## src/core/mcrb_pkg.sv

```systemverilog
package mcrb_pkg;

	// Index-port register offsets
	localparam logic [7:0] MCRB_TX_SUM_CTL  = 8'h31;
	localparam logic [7:0] MCRB_RX_SUM_STAT = 8'h32;
	localparam logic [7:0] MCRB_EXT_PHY_ADR = 8'h33;
	localparam logic [7:0] MCRB_LED_FUNC    = 8'h34;
	localparam logic [7:0] MCRB_BUS_PIN_CTL = 8'h38;
	localparam logic [7:0] MCRB_IRQ_PIN_CTL = 8'h39;
	localparam logic [7:0] MCRB_CLK_STOP    = 8'h50;
	localparam logic [7:0] MCRB_CLK_RESUME  = 8'h51;
	localparam logic [7:0] MCRB_RD_PREFETCH = 8'hF0;
	localparam logic [7:0] MCRB_RD_PLAIN    = 8'hF1;

	// Field positions
	localparam int MCRB_UDP_GEN_BIT   = 2;
	localparam int MCRB_TCP_GEN_BIT   = 1;
	localparam int MCRB_IP_GEN_BIT    = 0;
	localparam int MCRB_UDP_FAIL_BIT  = 7;
	localparam int MCRB_TCP_FAIL_BIT  = 6;
	localparam int MCRB_IP_FAIL_BIT   = 5;
	localparam int MCRB_UDP_SEEN_BIT  = 4;
	localparam int MCRB_TCP_SEEN_BIT  = 3;
	localparam int MCRB_IP_SEEN_BIT   = 2;
	localparam int MCRB_CHECK_EN_BIT  = 1;
	localparam int MCRB_DROP_BAD_BIT  = 0;
	localparam int MCRB_ADR_EN_BIT    = 7;
	localparam int MCRB_LED_GP_BIT    = 1;
	localparam int MCRB_LED_MGMT_BIT  = 0;
	localparam int MCRB_DRIVE_LSB     = 5;
	localparam int MCRB_HYST_BIT      = 3;
	localparam int MCRB_WR_FILT_BIT   = 1;
	localparam int MCRB_RD_FILT_BIT   = 0;
	localparam int MCRB_IRQ_TYPE_BIT  = 1;
	localparam int MCRB_IRQ_POL_BIT   = 0;
	localparam int MCRB_CLK_STOP_BIT  = 0;

	// Writable masks and reset values
	localparam logic [7:0] MCRB_TX_SUM_MASK  = 8'h07;
	localparam logic [7:0] MCRB_RX_SUM_WMASK = 8'h03;
	localparam logic [7:0] MCRB_EXT_PHY_MASK = 8'h9F;
	localparam logic [7:0] MCRB_LED_MASK     = 8'h03;
	localparam logic [7:0] MCRB_IRQ_MASK     = 8'h03;
	localparam logic [7:0] MCRB_BUS_PIN_RST  = 8'h61;
	localparam logic [7:0] MCRB_EXT_PHY_RST  = 8'h01;
	localparam logic [7:0] MCRB_ZERO_BYTE    = 8'h00;

	// Longest strobe pulse that the glitch filter removes, rounded up to whole clock cycles
	localparam int MCRB_CLK_PERIOD_PS = 50000;
	localparam int MCRB_SPIKE_PS      = 2000;
	localparam int MCRB_FILT_CYCLES   = (MCRB_SPIKE_PS + MCRB_CLK_PERIOD_PS - 1)
		/ MCRB_CLK_PERIOD_PS;

endpackage : mcrb_pkg

```

## src/core/mcrb_bank.sv

```systemverilog
`timescale 1ns/100ps
module mcrb_bank #(
	parameter logic [4:0] INT_PHY_ADDR = 5'h01
) (
	// Clock and reset
	input  wire logic       mclk_i,
	input  wire logic       arst_n_i,
	// Host index/data port pins
	input  wire logic       host_cs_n_i,
	input  wire logic       host_cmd_i,
	input  wire logic       host_read_strobe_n_i,
	input  wire logic       host_write_strobe_n_i,
	input  wire logic [7:0] host_data_i,
	output logic      [7:0] host_data_o,
	output logic            host_data_oe_o,
	// Pin options
	output logic      [2:0] bus_drive_strength_o,
	output logic            strobe_hysteresis_en_o,
	// Transmit checksum enables
	output logic            udp_sum_gen_en_o,
	output logic            tcp_sum_gen_en_o,
	output logic            ip_sum_gen_en_o,
	// Receive checksum results
	input  wire logic       rx_pkt_done_i,
	input  wire logic       rx_udp_seen_i,
	input  wire logic       rx_tcp_seen_i,
	input  wire logic       rx_ip_seen_i,
	input  wire logic       rx_udp_bad_i,
	input  wire logic       rx_tcp_bad_i,
	input  wire logic       rx_ip_bad_i,
	output logic      [7:0] rx_hdr_status_o,
	output logic            rx_pkt_drop_o,
	// Receive buffer access
	input  wire logic [7:0] rx_buf_data_i,
	output logic            rx_buf_rd_o,
	output logic            rx_buf_prefetch_o,
	// Management frame address
	output logic      [4:0] mgmt_phy_addr_o,
	// Light pins and their sources
	input  wire logic       io_16bit_i,
	input  wire logic       led_a_val_i,
	input  wire logic       led_b_val_i,
	input  wire logic [2:1] gp_dir_i,
	input  wire logic [2:1] gp_out_i,
	input  wire logic       mdio_out_i,
	input  wire logic       mdio_oe_i,
	input  wire logic       mdc_i,
	input  wire logic       status_light_pin_a_i,
	input  wire logic       status_light_pin_b_i,
	output logic            status_light_pin_a_o,
	output logic            status_light_pin_a_oe_o,
	output logic            status_light_pin_b_o,
	output logic            status_light_pin_b_oe_o,
	output logic      [2:1] gp_in_o,
	output logic            mdio_in_o,
	// Interrupt pin
	input  wire logic       irq_req_i,
	output logic            irq_pin_o,
	output logic            irq_pin_oe_o,
	// Clock control
	output logic            sysclk_stop_o,
	output logic            phy_power_down_o
);
	import mcrb_pkg::*;

	logic [7:0] tx_sum_r;
	logic [7:0] rx_stat_r;
	logic [7:0] ext_phy_r;
	logic [7:0] led_func_r;
	logic [7:0] bus_pin_r;
	logic [7:0] irq_ctl_r;
	logic [7:0] index_r;
	logic       clk_stop_r;
	logic [7:0] rd_data_r;
	logic       drop_r;
	logic       buf_rd_r;
	logic       prefetch_r;

	// Two-stage synchronisers on host pins
	logic [11:0] pin_s1_r;
	logic [11:0] pin_s2_r;
	logic [1:0]  led_s1_r;
	logic [1:0]  led_s2_r;

	always_ff @(posedge mclk_i or negedge arst_n_i) begin
		if (!arst_n_i) begin
			pin_s1_r <= 12'h0C1;
			pin_s2_r <= 12'h0C1;
			led_s1_r <= 2'h0;
			led_s2_r <= 2'h0;
		end else begin
			pin_s1_r <= {host_data_i, host_cmd_i, ~host_write_strobe_n_i,
				~host_read_strobe_n_i, host_cs_n_i};
			pin_s2_r <= pin_s1_r;
			led_s1_r <= {status_light_pin_b_i, status_light_pin_a_i};
			led_s2_r <= led_s1_r;
		end
	end

	logic       cs_s;
	logic       cmd_s;
	logic [7:0] wdata_s;
	assign cs_s    = ~pin_s2_r[0];
	assign cmd_s   = pin_s2_r[3];
	assign wdata_s = pin_s2_r[11:4];

	// Strobe glitch filters: index 0 read, index 1 write
	logic [1:0] strb_raw;
	logic [1:0] strb_en;
	logic [1:0] strb_filt_r;
	logic [1:0] strb_prev_r;
	logic [1:0] strb_del_r [0:MCRB_FILT_CYCLES-1];
	assign strb_raw = pin_s2_r[2:1];
	assign strb_en  = {bus_pin_r[MCRB_WR_FILT_BIT], bus_pin_r[MCRB_RD_FILT_BIT]};

	genvar g;
	generate
		for (g = 0; g < 2; g++) begin : g_filt
			logic stable;
			logic filt_r;
			always_comb begin
				stable = 1'b1;
				for (int k = 0; k < MCRB_FILT_CYCLES; k++) begin
					stable = stable & (strb_del_r[k][g] == strb_raw[g]);
				end
			end
			always_ff @(posedge mclk_i or negedge arst_n_i) begin
				if (!arst_n_i) begin
					filt_r <= 1'b0;
				end else if (!strb_en[g] || stable) begin
					filt_r <= strb_raw[g];
				end
			end
			assign strb_filt_r[g] = filt_r;
		end
	endgenerate

	always_ff @(posedge mclk_i or negedge arst_n_i) begin
		if (!arst_n_i) begin
			for (int k = 0; k < MCRB_FILT_CYCLES; k++) begin
				strb_del_r[k] <= 2'h0;
			end
			strb_prev_r <= 2'h0;
		end else begin
			strb_del_r[0] <= strb_raw;
			for (int k = 1; k < MCRB_FILT_CYCLES; k++) begin
				strb_del_r[k] <= strb_del_r[k-1];
			end
			strb_prev_r <= strb_filt_r;
		end
	end

	logic rd_start;
	logic wr_start;
	logic idx_wr;
	logic dat_wr;
	logic dat_rd;
	assign rd_start = strb_filt_r[0] & ~strb_prev_r[0] & cs_s;
	assign wr_start = strb_filt_r[1] & ~strb_prev_r[1] & cs_s;
	assign idx_wr   = wr_start & ~cmd_s;
	assign dat_wr   = wr_start & cmd_s;
	assign dat_rd   = rd_start & cmd_s;

	always_ff @(posedge mclk_i or negedge arst_n_i) begin
		if (!arst_n_i) begin
			index_r <= MCRB_ZERO_BYTE;
		end else if (idx_wr) begin
			index_r <= wdata_s;
		end
	end

	always_ff @(posedge mclk_i or negedge arst_n_i) begin
		if (!arst_n_i) begin
			tx_sum_r   <= MCRB_ZERO_BYTE;
			ext_phy_r  <= MCRB_EXT_PHY_RST;
			led_func_r <= MCRB_ZERO_BYTE;
			bus_pin_r  <= MCRB_BUS_PIN_RST;
			irq_ctl_r  <= MCRB_ZERO_BYTE;
		end else if (dat_wr) begin
			case (index_r)
				MCRB_TX_SUM_CTL:  tx_sum_r   <= wdata_s & MCRB_TX_SUM_MASK;
				MCRB_EXT_PHY_ADR: ext_phy_r  <= wdata_s & MCRB_EXT_PHY_MASK;
				MCRB_LED_FUNC:    led_func_r <= wdata_s & MCRB_LED_MASK;
				MCRB_BUS_PIN_CTL: bus_pin_r  <= wdata_s;
				MCRB_IRQ_PIN_CTL: irq_ctl_r  <= wdata_s & MCRB_IRQ_MASK;
				default: begin
				end
			endcase
		end
	end

	always_ff @(posedge mclk_i or negedge arst_n_i) begin
		if (!arst_n_i) begin
			rx_stat_r <= MCRB_ZERO_BYTE;
		end else begin
			if (rx_pkt_done_i) begin
				rx_stat_r[MCRB_UDP_FAIL_BIT] <= rx_udp_seen_i & rx_udp_bad_i;
				rx_stat_r[MCRB_TCP_FAIL_BIT] <= rx_tcp_seen_i & rx_tcp_bad_i;
				rx_stat_r[MCRB_IP_FAIL_BIT]  <= rx_ip_seen_i & rx_ip_bad_i;
				rx_stat_r[MCRB_UDP_SEEN_BIT] <= rx_udp_seen_i;
				rx_stat_r[MCRB_TCP_SEEN_BIT] <= rx_tcp_seen_i;
				rx_stat_r[MCRB_IP_SEEN_BIT]  <= rx_ip_seen_i;
			end
			if (dat_wr && index_r == MCRB_RX_SUM_STAT) begin
				rx_stat_r[1:0] <= wdata_s[1:0] & MCRB_RX_SUM_WMASK[1:0];
			end
		end
	end

	logic any_bad;
	assign any_bad = (rx_udp_seen_i & rx_udp_bad_i) | (rx_tcp_seen_i & rx_tcp_bad_i)
		| (rx_ip_seen_i & rx_ip_bad_i);

	always_comb begin
		rx_hdr_status_o = MCRB_ZERO_BYTE;
		if (rx_stat_r[MCRB_CHECK_EN_BIT]) begin
			rx_hdr_status_o[7:2] = rx_stat_r[7:2];
		end
	end

	always_ff @(posedge mclk_i or negedge arst_n_i) begin
		if (!arst_n_i) begin
			drop_r <= 1'b0;
		end else begin
			drop_r <= rx_pkt_done_i & any_bad & rx_stat_r[MCRB_DROP_BAD_BIT];
		end
	end
	assign rx_pkt_drop_o = drop_r;

	always_ff @(posedge mclk_i or negedge arst_n_i) begin
		if (!arst_n_i) begin
			clk_stop_r <= 1'b0;
		end else if (idx_wr && wdata_s == MCRB_CLK_RESUME) begin
			clk_stop_r <= 1'b0;
		end else if (dat_wr && index_r == MCRB_CLK_STOP) begin
			clk_stop_r <= wdata_s[MCRB_CLK_STOP_BIT];
		end
	end
	assign sysclk_stop_o    = clk_stop_r;
	assign phy_power_down_o = clk_stop_r;

	// Read data captured at the start of the read strobe
	always_ff @(posedge mclk_i or negedge arst_n_i) begin
		if (!arst_n_i) begin
			rd_data_r <= MCRB_ZERO_BYTE;
		end else if (rd_start) begin
			if (!cmd_s) begin
				rd_data_r <= index_r;
			end else begin
				case (index_r)
					MCRB_TX_SUM_CTL:  rd_data_r <= tx_sum_r;
					MCRB_RX_SUM_STAT: rd_data_r <= rx_stat_r;
					MCRB_EXT_PHY_ADR: rd_data_r <= ext_phy_r;
					MCRB_LED_FUNC:    rd_data_r <= led_func_r;
					MCRB_BUS_PIN_CTL: rd_data_r <= bus_pin_r;
					MCRB_IRQ_PIN_CTL: rd_data_r <= irq_ctl_r;
					MCRB_RD_PREFETCH: rd_data_r <= rx_buf_data_i;
					MCRB_RD_PLAIN:    rd_data_r <= rx_buf_data_i;
					default:          rd_data_r <= MCRB_ZERO_BYTE;
				endcase
			end
		end
	end

	always_ff @(posedge mclk_i or negedge arst_n_i) begin
		if (!arst_n_i) begin
			buf_rd_r   <= 1'b0;
			prefetch_r <= 1'b0;
		end else begin
			buf_rd_r   <= dat_rd & (index_r == MCRB_RD_PREFETCH || index_r == MCRB_RD_PLAIN);
			prefetch_r <= dat_rd & (index_r == MCRB_RD_PREFETCH);
		end
	end
	assign rx_buf_rd_o       = buf_rd_r;
	assign rx_buf_prefetch_o = prefetch_r;

	assign host_data_o    = rd_data_r;
	assign host_data_oe_o = strb_filt_r[0] & strb_prev_r[0] & cs_s;

	assign bus_drive_strength_o   = bus_pin_r[MCRB_DRIVE_LSB+:3];
	assign strobe_hysteresis_en_o = bus_pin_r[MCRB_HYST_BIT];
	assign udp_sum_gen_en_o       = tx_sum_r[MCRB_UDP_GEN_BIT];
	assign tcp_sum_gen_en_o       = tx_sum_r[MCRB_TCP_GEN_BIT];
	assign ip_sum_gen_en_o        = tx_sum_r[MCRB_IP_GEN_BIT];

	logic gp_mode;
	logic mgmt_mode;
	assign gp_mode   = io_16bit_i & led_func_r[MCRB_LED_GP_BIT];
	assign mgmt_mode = io_16bit_i & led_func_r[MCRB_LED_MGMT_BIT] & ~gp_mode;

	assign mgmt_phy_addr_o = (ext_phy_r[MCRB_ADR_EN_BIT] && mgmt_mode) ? ext_phy_r[4:0]
		: INT_PHY_ADDR;

	always_comb begin
		status_light_pin_a_o    = led_a_val_i;
		status_light_pin_a_oe_o = 1'b1;
		status_light_pin_b_o    = led_b_val_i;
		status_light_pin_b_oe_o = 1'b1;
		if (gp_mode) begin
			status_light_pin_a_o    = gp_out_i[1];
			status_light_pin_a_oe_o = gp_dir_i[1];
			status_light_pin_b_o    = gp_out_i[2];
			status_light_pin_b_oe_o = gp_dir_i[2];
		end else if (mgmt_mode) begin
			status_light_pin_a_o    = mdio_out_i;
			status_light_pin_a_oe_o = mdio_oe_i;
			status_light_pin_b_o    = mdc_i;
			status_light_pin_b_oe_o = 1'b1;
		end
	end
	assign gp_in_o   = {led_s2_r[1], led_s2_r[0]};
	assign mdio_in_o = led_s2_r[0];

	logic irq_level;
	assign irq_level = irq_ctl_r[MCRB_IRQ_POL_BIT] ? ~irq_req_i : irq_req_i;
	assign irq_pin_o    = irq_ctl_r[MCRB_IRQ_TYPE_BIT] ? 1'b0 : irq_level;
	assign irq_pin_oe_o = irq_ctl_r[MCRB_IRQ_TYPE_BIT] ? ~irq_level : 1'b1;

endmodule : mcrb_bank

```

## config.mk

```make
export PLATFORM = sky130hd
export DESIGN_NAME = mcrb_bank
export DESIGN_NICKNAME = d
export VERILOG_FILES = /design/src/core/mcrb_pkg.sv /design/src/core/mcrb_bank.sv
export SDC_FILE = /design/constraint.sdc
export NUM_CORES = 1
export LEC_CHECK = 0
export BUFFER_PORTS_ARGS = -buffer_cell sky130_fd_sc_hd__buf_2
export CORE_MARGIN = 3
export CORE_UTILIZATION = 53
export CTS_CLUSTER_SIZE = 10
export DETAILED_ROUTE_END_ITERATION = 8
export PLACE_DENSITY = 0.79
export SYNTH_ARGS = -nofsm -noshare
export SYNTH_HDL_FRONTEND = slang
export SYNTH_SLANG_ARGS = --single-unit
```

## constraint.sdc

```tcl
create_clock -name mclk_i -period 1.9 [get_ports mclk_i]
set_input_delay 0.57 -clock mclk_i [delete_from_list [all_inputs] [get_ports mclk_i]]
set_output_delay 0.57 -clock mclk_i [all_outputs]
set_load 0.05 [all_outputs]
```

==> results of run 1 <==
## metal layers
layer / routed length, um / track usage [%] / vias to the layer above
met5: 0 / 0 / -
met4: 304 / 11.37 / 0
met3: 479 / 4.332 / 26
met2: 3948 / 33.76 / 103
met1: 3715 / 30.84 / 1348
li1: - / - / 1261
## final timing paths
check	endpoint	from	slack (ns)
min reg2reg	pin_s2_r[5]$_DFF_PN0_	pin_s1_r[5]$_DFF_PN0_	0.35
min in group mclk_i	pin_s1_r[0]$_DFF_PN1_	host_cs_n_i	0.31
max	mgmt_phy_addr_o[1]	led_func_r[1]$_DFFE_PN0P_	-0.08
max in group asynchronous	pin_s2_r[7]$_DFF_PN1_	arst_n_i	1.30
max reg2reg	host_data_o[2]$_DFFE_PN0P_	index_r[1]$_DFFE_PN0P_	0.14
min	rx_stat_r[0]$_DFFE_PN0P_	arst_n_i	0.03
## sequential cells by signal (all words and copies together) (netlist names), 3 cells and up
name         flops
pin_s1_r        12
pin_s2_r        12
bus_pin_r        8
host_data_o      8
index_r          8
rx_stat_r        8
ext_phy_r        6
tx_sum_r         3
## power by group through the flow
stage	clock network (W)	registers, W	logic [W]
6_report	0.00142	0.00206	0.000825
2_1_floorplan	0	0.00218	0.000410
3_5_place_dp	0	0.00209	0.000796
5_1_grt	0.00152	0.00209	0.000885
3_3_place_gp	0	0.00208	0.000784
4_1_cts	0.00145	0.00206	0.000811
## area by class of cell
| type | count | share of cell area (%) |
|---|---|---|
| multi-input combinational | 183 | 31.97 |
| clock inverter | 7 | 2.167 |
| clock buffer | 9 | 2.682 |
| sequential | 83 | 45.35 |
| timing repair buffer | 107 | 15.17 |
| inverter | 7 | 0.5690 |
| tap | 77 | 2.086 |
## repair_timing
| action | CTS | global route |
|---|---|---|
| buffers inserted | 6 | 1 |
| setup endpoints to repair | 11 | 18 |
| pin swaps | 2 | 1 |
| endpoints found under the hold margin | 0 | 0 |
| gates resized for setup | 23 | 17 |
## cells by family after synthesis
group / after synthesis / share of synthesized area [%]
and+or+nand+nor: 92 / 17.26
DFF: 83 / 56.98
AOI/OAI and AO/OA: 45 / 8.154
muxes: 43 / 13.17
buffers and inverters: 27 / 4.094
xor gates and xnor gates: 1 / 0.2389
other: 1 / 0.1023
## stage by stage
step | hold WS [ns] | setup slack [ns]
final | 0.03009 | -0.08006
after detailed placement | 0.3347 | -0.01741
after floorplan | 0.2744 | 0.01440
after CTS | 0.01667 | -0.05693
after global routing | 0.01192 | -0.1382
after global placement | 0.3313 | -0.0002187
## layout by cell type, fill, tap and decap left out, types with 3 or more instances in the layout
cell type,instances
dfrtp_2,4
a41o_1,3
nor4b_1,3
clkinvlp_4,3
dfrtp_1,69
clkbuf_8,9
nand4b_1,3
o21ai_0,4
a21oi_1,13
and2_4,4
dfstp_2,10
nand2b_1,5
mux2_1,21
buf_6,6
mux2_2,21
inv_1,6
and3_1,3
nor4bb_1,6
nand3_1,18
buf_8,3
and2_1,8
buf_2,69
buf_4,27
a31oi_1,3
nor2b_1,5
nor2_1,12
o21ai_1,3
==> metrics.md, run 1 <==
| Metric | Value |
|---|---|
| IO Count | 85 |
| Critical path class | flip-flop to output pin |
| Status | finished, violations left |
| Post-synth EDFFs | 0 |
| Area contributors post-synth | dfrtp_1 (50%), dfstp_2 (7.2%), mux2_1 (6.4%) |
| Startpoint Class | flip-flop |
| Sw frac | 30.27% |
| DIE HEIGHT | 89.18 um |
| Register Area | 0.002095 mm2 |
| Cell Area, Synth | 0.003667 mm2 |
| Tot Pwr | 0.004308 W |
| Fin nets | 433 |
| Overflow after GRT | 0 |
| Post-route clock period utilization | 104.2% |
| Pre-antenna DRT Iters | 4 |
| CTS H-tree lvls | 3 |
| Crit-path leading delay family | flip-flops |
| IO Port Bufs | 82 |
| Fin Setup TNS | -0.4025 ns |
| Routed WL | 8447 um |
| Internal Pwr Total | 0.003003 W |
| Max-slew violations | 0 |
| Die area | 0.007953 mm2 |
| Post-layout util | 70.71% |
| Worst-Skew Late Latency | 0.35 ns |
| Worst EP required | 1.33 ns |
| Sequential power share | 47.9% |
| Setup repair after global routing missed its margin | yes |
| FILL cells | 475 |
| Area share of the largest cell type after synthesis | 49.81% |
| CTS tree | done |
| Area occupied by multi-input gates | 0.001476 mm2 |
| Row count | 29 |
| Num CTS Buffers | 9 |
| Worst-path cell chain | inv_2 > and4_4 > and2_4 > buf_8 |
| Area Overhead vs Synth | 25.93% |
| Setup violation total in the final timing report | 8 |
| Total core area | 0.006531 mm2 |
| Clock Tree Root | clkbuf_8 |
| Yosys warns | 0 |
| PD cells | 932.7 mW/mm2 |
| Syn_area_per_cell | 12.56 um2 |
| Flops & latches, synth | 83 |
| NetSw | 0.001304 W |
| Fmax | 505.0 MHz |
| Leakage power | 2.228 nW |
| Routed len/inst | 17.86 um |
| Buffers & Inverters on Critical Path | 2 |
| DP HPWL | 5905 um |
| Clock power share | 32.9% |
| Seq/Total Area, Yosys | 56.98% |
| Worst Setup End Kind | output pin |
| Layout Skew | 0.01178 ns |
| Final antenna-violating net count | 0 |
| Ys flop type | dfrtp_1 |
| Cell count after placement | 450 |
| Maxcap violations | 0 |
| Slowest cell delay on critical path | 0.43 ns |
| Failing checks | setup timing |
| GP Congestion | 0.9183 |
| VDD IR max | 0.7899 mV |
| Hold_buf cts | 0 |
| WP depth | 4 |
| Vias in the first global route | 2,626 |
| Die width | 89.18 um |
| Non-Filler Instances | 473 |
| Placed standard-cell area | 0.004227 mm2 |
| Final Hold Vio Count | 0 |
| Hold Crit Class | primary input to asynchronous set/reset pin |
| Via density | 5.789 |
| Tmin final | 1.980 ns |
| Async S/R FF share, synth | 100.0% |
| Share of cells above drive strength 1 | 44.95% |
| Clk buf depth | 2 |
| Most common cell in the netlist | dfrtp_1 |
| Max FO, Critical Path | 5 |
| R2R depth | 5 |
| Final Instance Area | 0.004618 mm2 |
| Starting Density | 56.15% |
| Initial antenna violation count | 0 |
| Pin count of the biggest net entering global routing | 38 |
| Vias | 2,738 |
| # diodes | 0 |
| Synth unique cells | 58 |
| Combinational power share | 19.2% |
| GRT Total Usage | 22.33% |
| Drt initial violations | 178 |
| Final Worst Setup Slack | -0.08006 ns |
| Sink Count | 83 |
| Yosys top cell by area | dfrtp_1 |
| Data arrival time of the worst path | 1.41 ns |
| Post-Syn Instances | 292 |
| Slowest CP cell | dfrtp_1 |
| # DRC | 0 |
| Clk slew on worst S/H paths | 0.09 ns |
| First-pass GRT wire length | 13,300 um |
| Commonest cells post-synth | dfrtp_1 (73), mux2_1 (21), mux2_2 (21), nand3_1 (18), a21oi_1 (15) |
Note: power is estimated with default switching activity, not from simulation.
==> inputs of run 2 (changes only) <==
==> constraint.sdc (replaced) <==
create_clock -name mclk_i -period 1.9 [get_ports mclk_i]
set_input_delay 0.285 -clock mclk_i [delete_from_list [all_inputs] [get_ports mclk_i]]
set_output_delay 0.285 -clock mclk_i [all_outputs]
set_load 0.05 [all_outputs]
==> run 2 against run 1 <==
- non-clock buffer count down 8
- clock-buffer cell count increased by 2
- sequential share of layout area up 2.1 points
- critical path type unchanged
- critical path depth unchanged
- core utilization decreased by 3.2 points
- clock skew up 0.0012 ns
- global-route usage is 0.89 points lower
- the flow now finishes without violations
==> metrics.md, run 2 (synthesis gave the netlist of run 1 again) <==
| Metric | Value |
|---|---|
| Status | finished clean |
| Most frequent cells in the layout | buf_2 (79), dfrtp_1 (71), mux2_2 (21), mux2_1 (21), nand3_1 (18) |
| Fin nets | 425 |
| Fin Setup TNS | 0 ns |
| Share of cells above drive strength 1 | 40.72% |
| FILL cells | 505 |
| Startpoint Class | flip-flop |
| Worst r2r src | index_r[7]$_DFFE_PN0P_ |
| Fmax | 551.3 MHz |
| Starting Density | 56.15% |
| Tmin final | 1.814 ns |
| Layout Skew | 0.01302 ns |
| Sink Count | 83 |
| Initial antenna violation count | 0 |
| Via density | 5.755 |
| Worst-Skew Late Latency | 0.34 ns |
| Routed WL | 8158 um |
| Pre-antenna DRT Iters | 5 |
| Biggest regs | pin_s1_r x12, pin_s2_r x12 |
| Post-placement worst setup slack | 0.04521 ns |
| IO Port Bufs | 82 |
| Max FO, Critical Path | 5 |
| Slowest cell delay on critical path | 0.44 ns |
| Clock Tree Root | clkbuf_8 |
| PD cells | 914.0 mW/mm2 |
| Commonest non-fill, non-tap cell in the layout | buf_2 |
| First-pass GRT wire length | 12,700 um |
| Post-route clock period utilization | 95.47% |
| Overflow after GRT | 0 |
| Die width | 89.18 um |
| Critical path class | flip-flop to output pin |
| Crit-path leading delay family | flip-flops |
| CP Launch Point | led_func_r[1]$_DFFE_PN0P_ |
| Vias | 2,676 |
| Worst-path cell chain | inv_1 > and4_4 > and2_1 > buf_2 |
| DIE HEIGHT | 89.18 um |
| Final antenna-violating net count | 0 |
| IO Count | 85 |
| WP depth | 4 |
| Die area | 0.007953 mm2 |
| Post-layout util | 67.47% |
| Final Hold Vio Count | 0 |
| Buffers & Inverters on Critical Path | 2 |
| Clk buf depth | 2 |
| Maxcap violations | 0 |
| DP HPWL | 6137 um |
| Routed len/inst | 17.54 um |
| Vias in the first global route | 2,546 |
| GP Congestion | 0.9125 |
| Worst r2r dst | bus_pin_r[1]$_DFFE_PN0P_ |
| Data arrival time of the worst path | 1.53 ns |
| Setup violation total in the final timing report | 0 |
| Hold Crit Class | primary input to flip-flop |
| CTS H-tree lvls | 3 |
| Setup repair after global routing missed its margin | no |
| GRT Total Usage | 21.44% |
| Leakage power | 2.140 nW |
| VDD IR max | 0.6428 mV |
| Area occupied by multi-input gates | 0.001443 mm2 |
| Max-slew violations | 0 |
| Clk slew on worst S/H paths | 0.08 ns |
| Register Area | 0.002092 mm2 |
| CTS tree | done |
| Num CTS Buffers | 9 |
| Critical path capture point | mgmt_phy_addr_o[2] |
| Row count | 29 |
| Area Overhead vs Synth | 20.16% |
| # diodes | 0 |
| Pin count of the biggest net entering global routing | 36 |
| Final Worst Setup Slack | 0.08598 ns |
| Worst EP required | 1.62 ns |
| Drt initial violations | 160 |
| R2R depth | 4 |
| Worst Setup End Kind | output pin |
| Tot Pwr | 0.004028 W |
| Slowest CP cell | dfrtp_1 |
| Setup slack, reg-to-reg | 0.12 ns |
| Total core area | 0.006531 mm2 |
| # DRC | 0 |
run 2: changes by cell type in the layout (fill, tap and decap cells not counted), moves of 3 or more:
cell	before	now
and2_4	4	1
buf_8	3	0
and2_1	8	11
buf_2	69	79
buf_4	27	16
buf_6	6	0
run 2: worst reg2reg max path, cell delays in order (launching register included):
cell and delay [ns]:
dfrtp_1 0.44, and4bb_1 0.45, and2_1 0.25, nand2_2 0.17, mux2_1 0.36
run 2: metal layers:
layer / global-route usage [%] / up-vias / part of all wire (%)
met5: 0 / - / 0
met4: 7.848 / 0 / 1.3
met3: 3.687 / 12 / 6.2
met2: 34.90 / 96 / 48
met1: 29.09 / 1321 / 45
li1: - / 1247 / -
run 2: through the flow:
stage	cells	hold slack [ns]	area, um2
global route	465	0.01630	4407
floorplan	293	-0.01059	3671
detailed placement	448	0.2674	4189
CTS	465	0.02287	4388
global placement	448	0.2621	4189
finish	465	0.03645	4407
run 2: worst min path at each step:
stage | depth (start not counted) | endpoint | slack [ns] | startpoint
floorplan | 0 | bus_pin_r[1]$_DFFE_PN0P_ | -0.01 | arst_n_i
global route | 1 | pin_s1_r[7]$_DFF_PN1_ | 0.02 | host_data_i[3]
global placement | 1 | tx_sum_r[0]$_DFFE_PN0P_ | 0.26 | arst_n_i
finish | 1 | pin_s1_r[6]$_DFF_PN1_ | 0.04 | host_data_i[2]
CTS | 1 | pin_s1_r[7]$_DFF_PN1_ | 0.02 | host_data_i[3]
detailed placement | 1 | irq_ctl_r[1]$_DFFE_PN0P_ | 0.27 | arst_n_i
run 2: repair_timing:
action | CTS | global route
setup endpoints to repair | 0 | 14
hold buffers | 1 | 0
setup buffers | 0 | 0
gates resized for setup | 0 | 6
endpoints found under the hold margin | 28 | 0
run 2: power by group:
| group | total (W) | internal [W] | switching (W) |
|---|---|---|---|
| sequential | 0.00208 | 0.00191 | 0.000166 |
| clock | 0.00118 | 0.000548 | 0.000630 |
| combinational | 0.000772 | 0.000311 | 0.000461 |
run 2: cell type report:
| type | count | area share (%) |
|---|---|---|
| inverters | 7 | 0.5963 |
| clock buffers | 11 | 3.436 |
| clock inverters | 5 | 0.8518 |
| repair buffers | 99 | 12.72 |
| well taps | 77 | 2.186 |
| flip-flops and latches | 83 | 47.47 |
| multi-input cells | 183 | 32.74 |
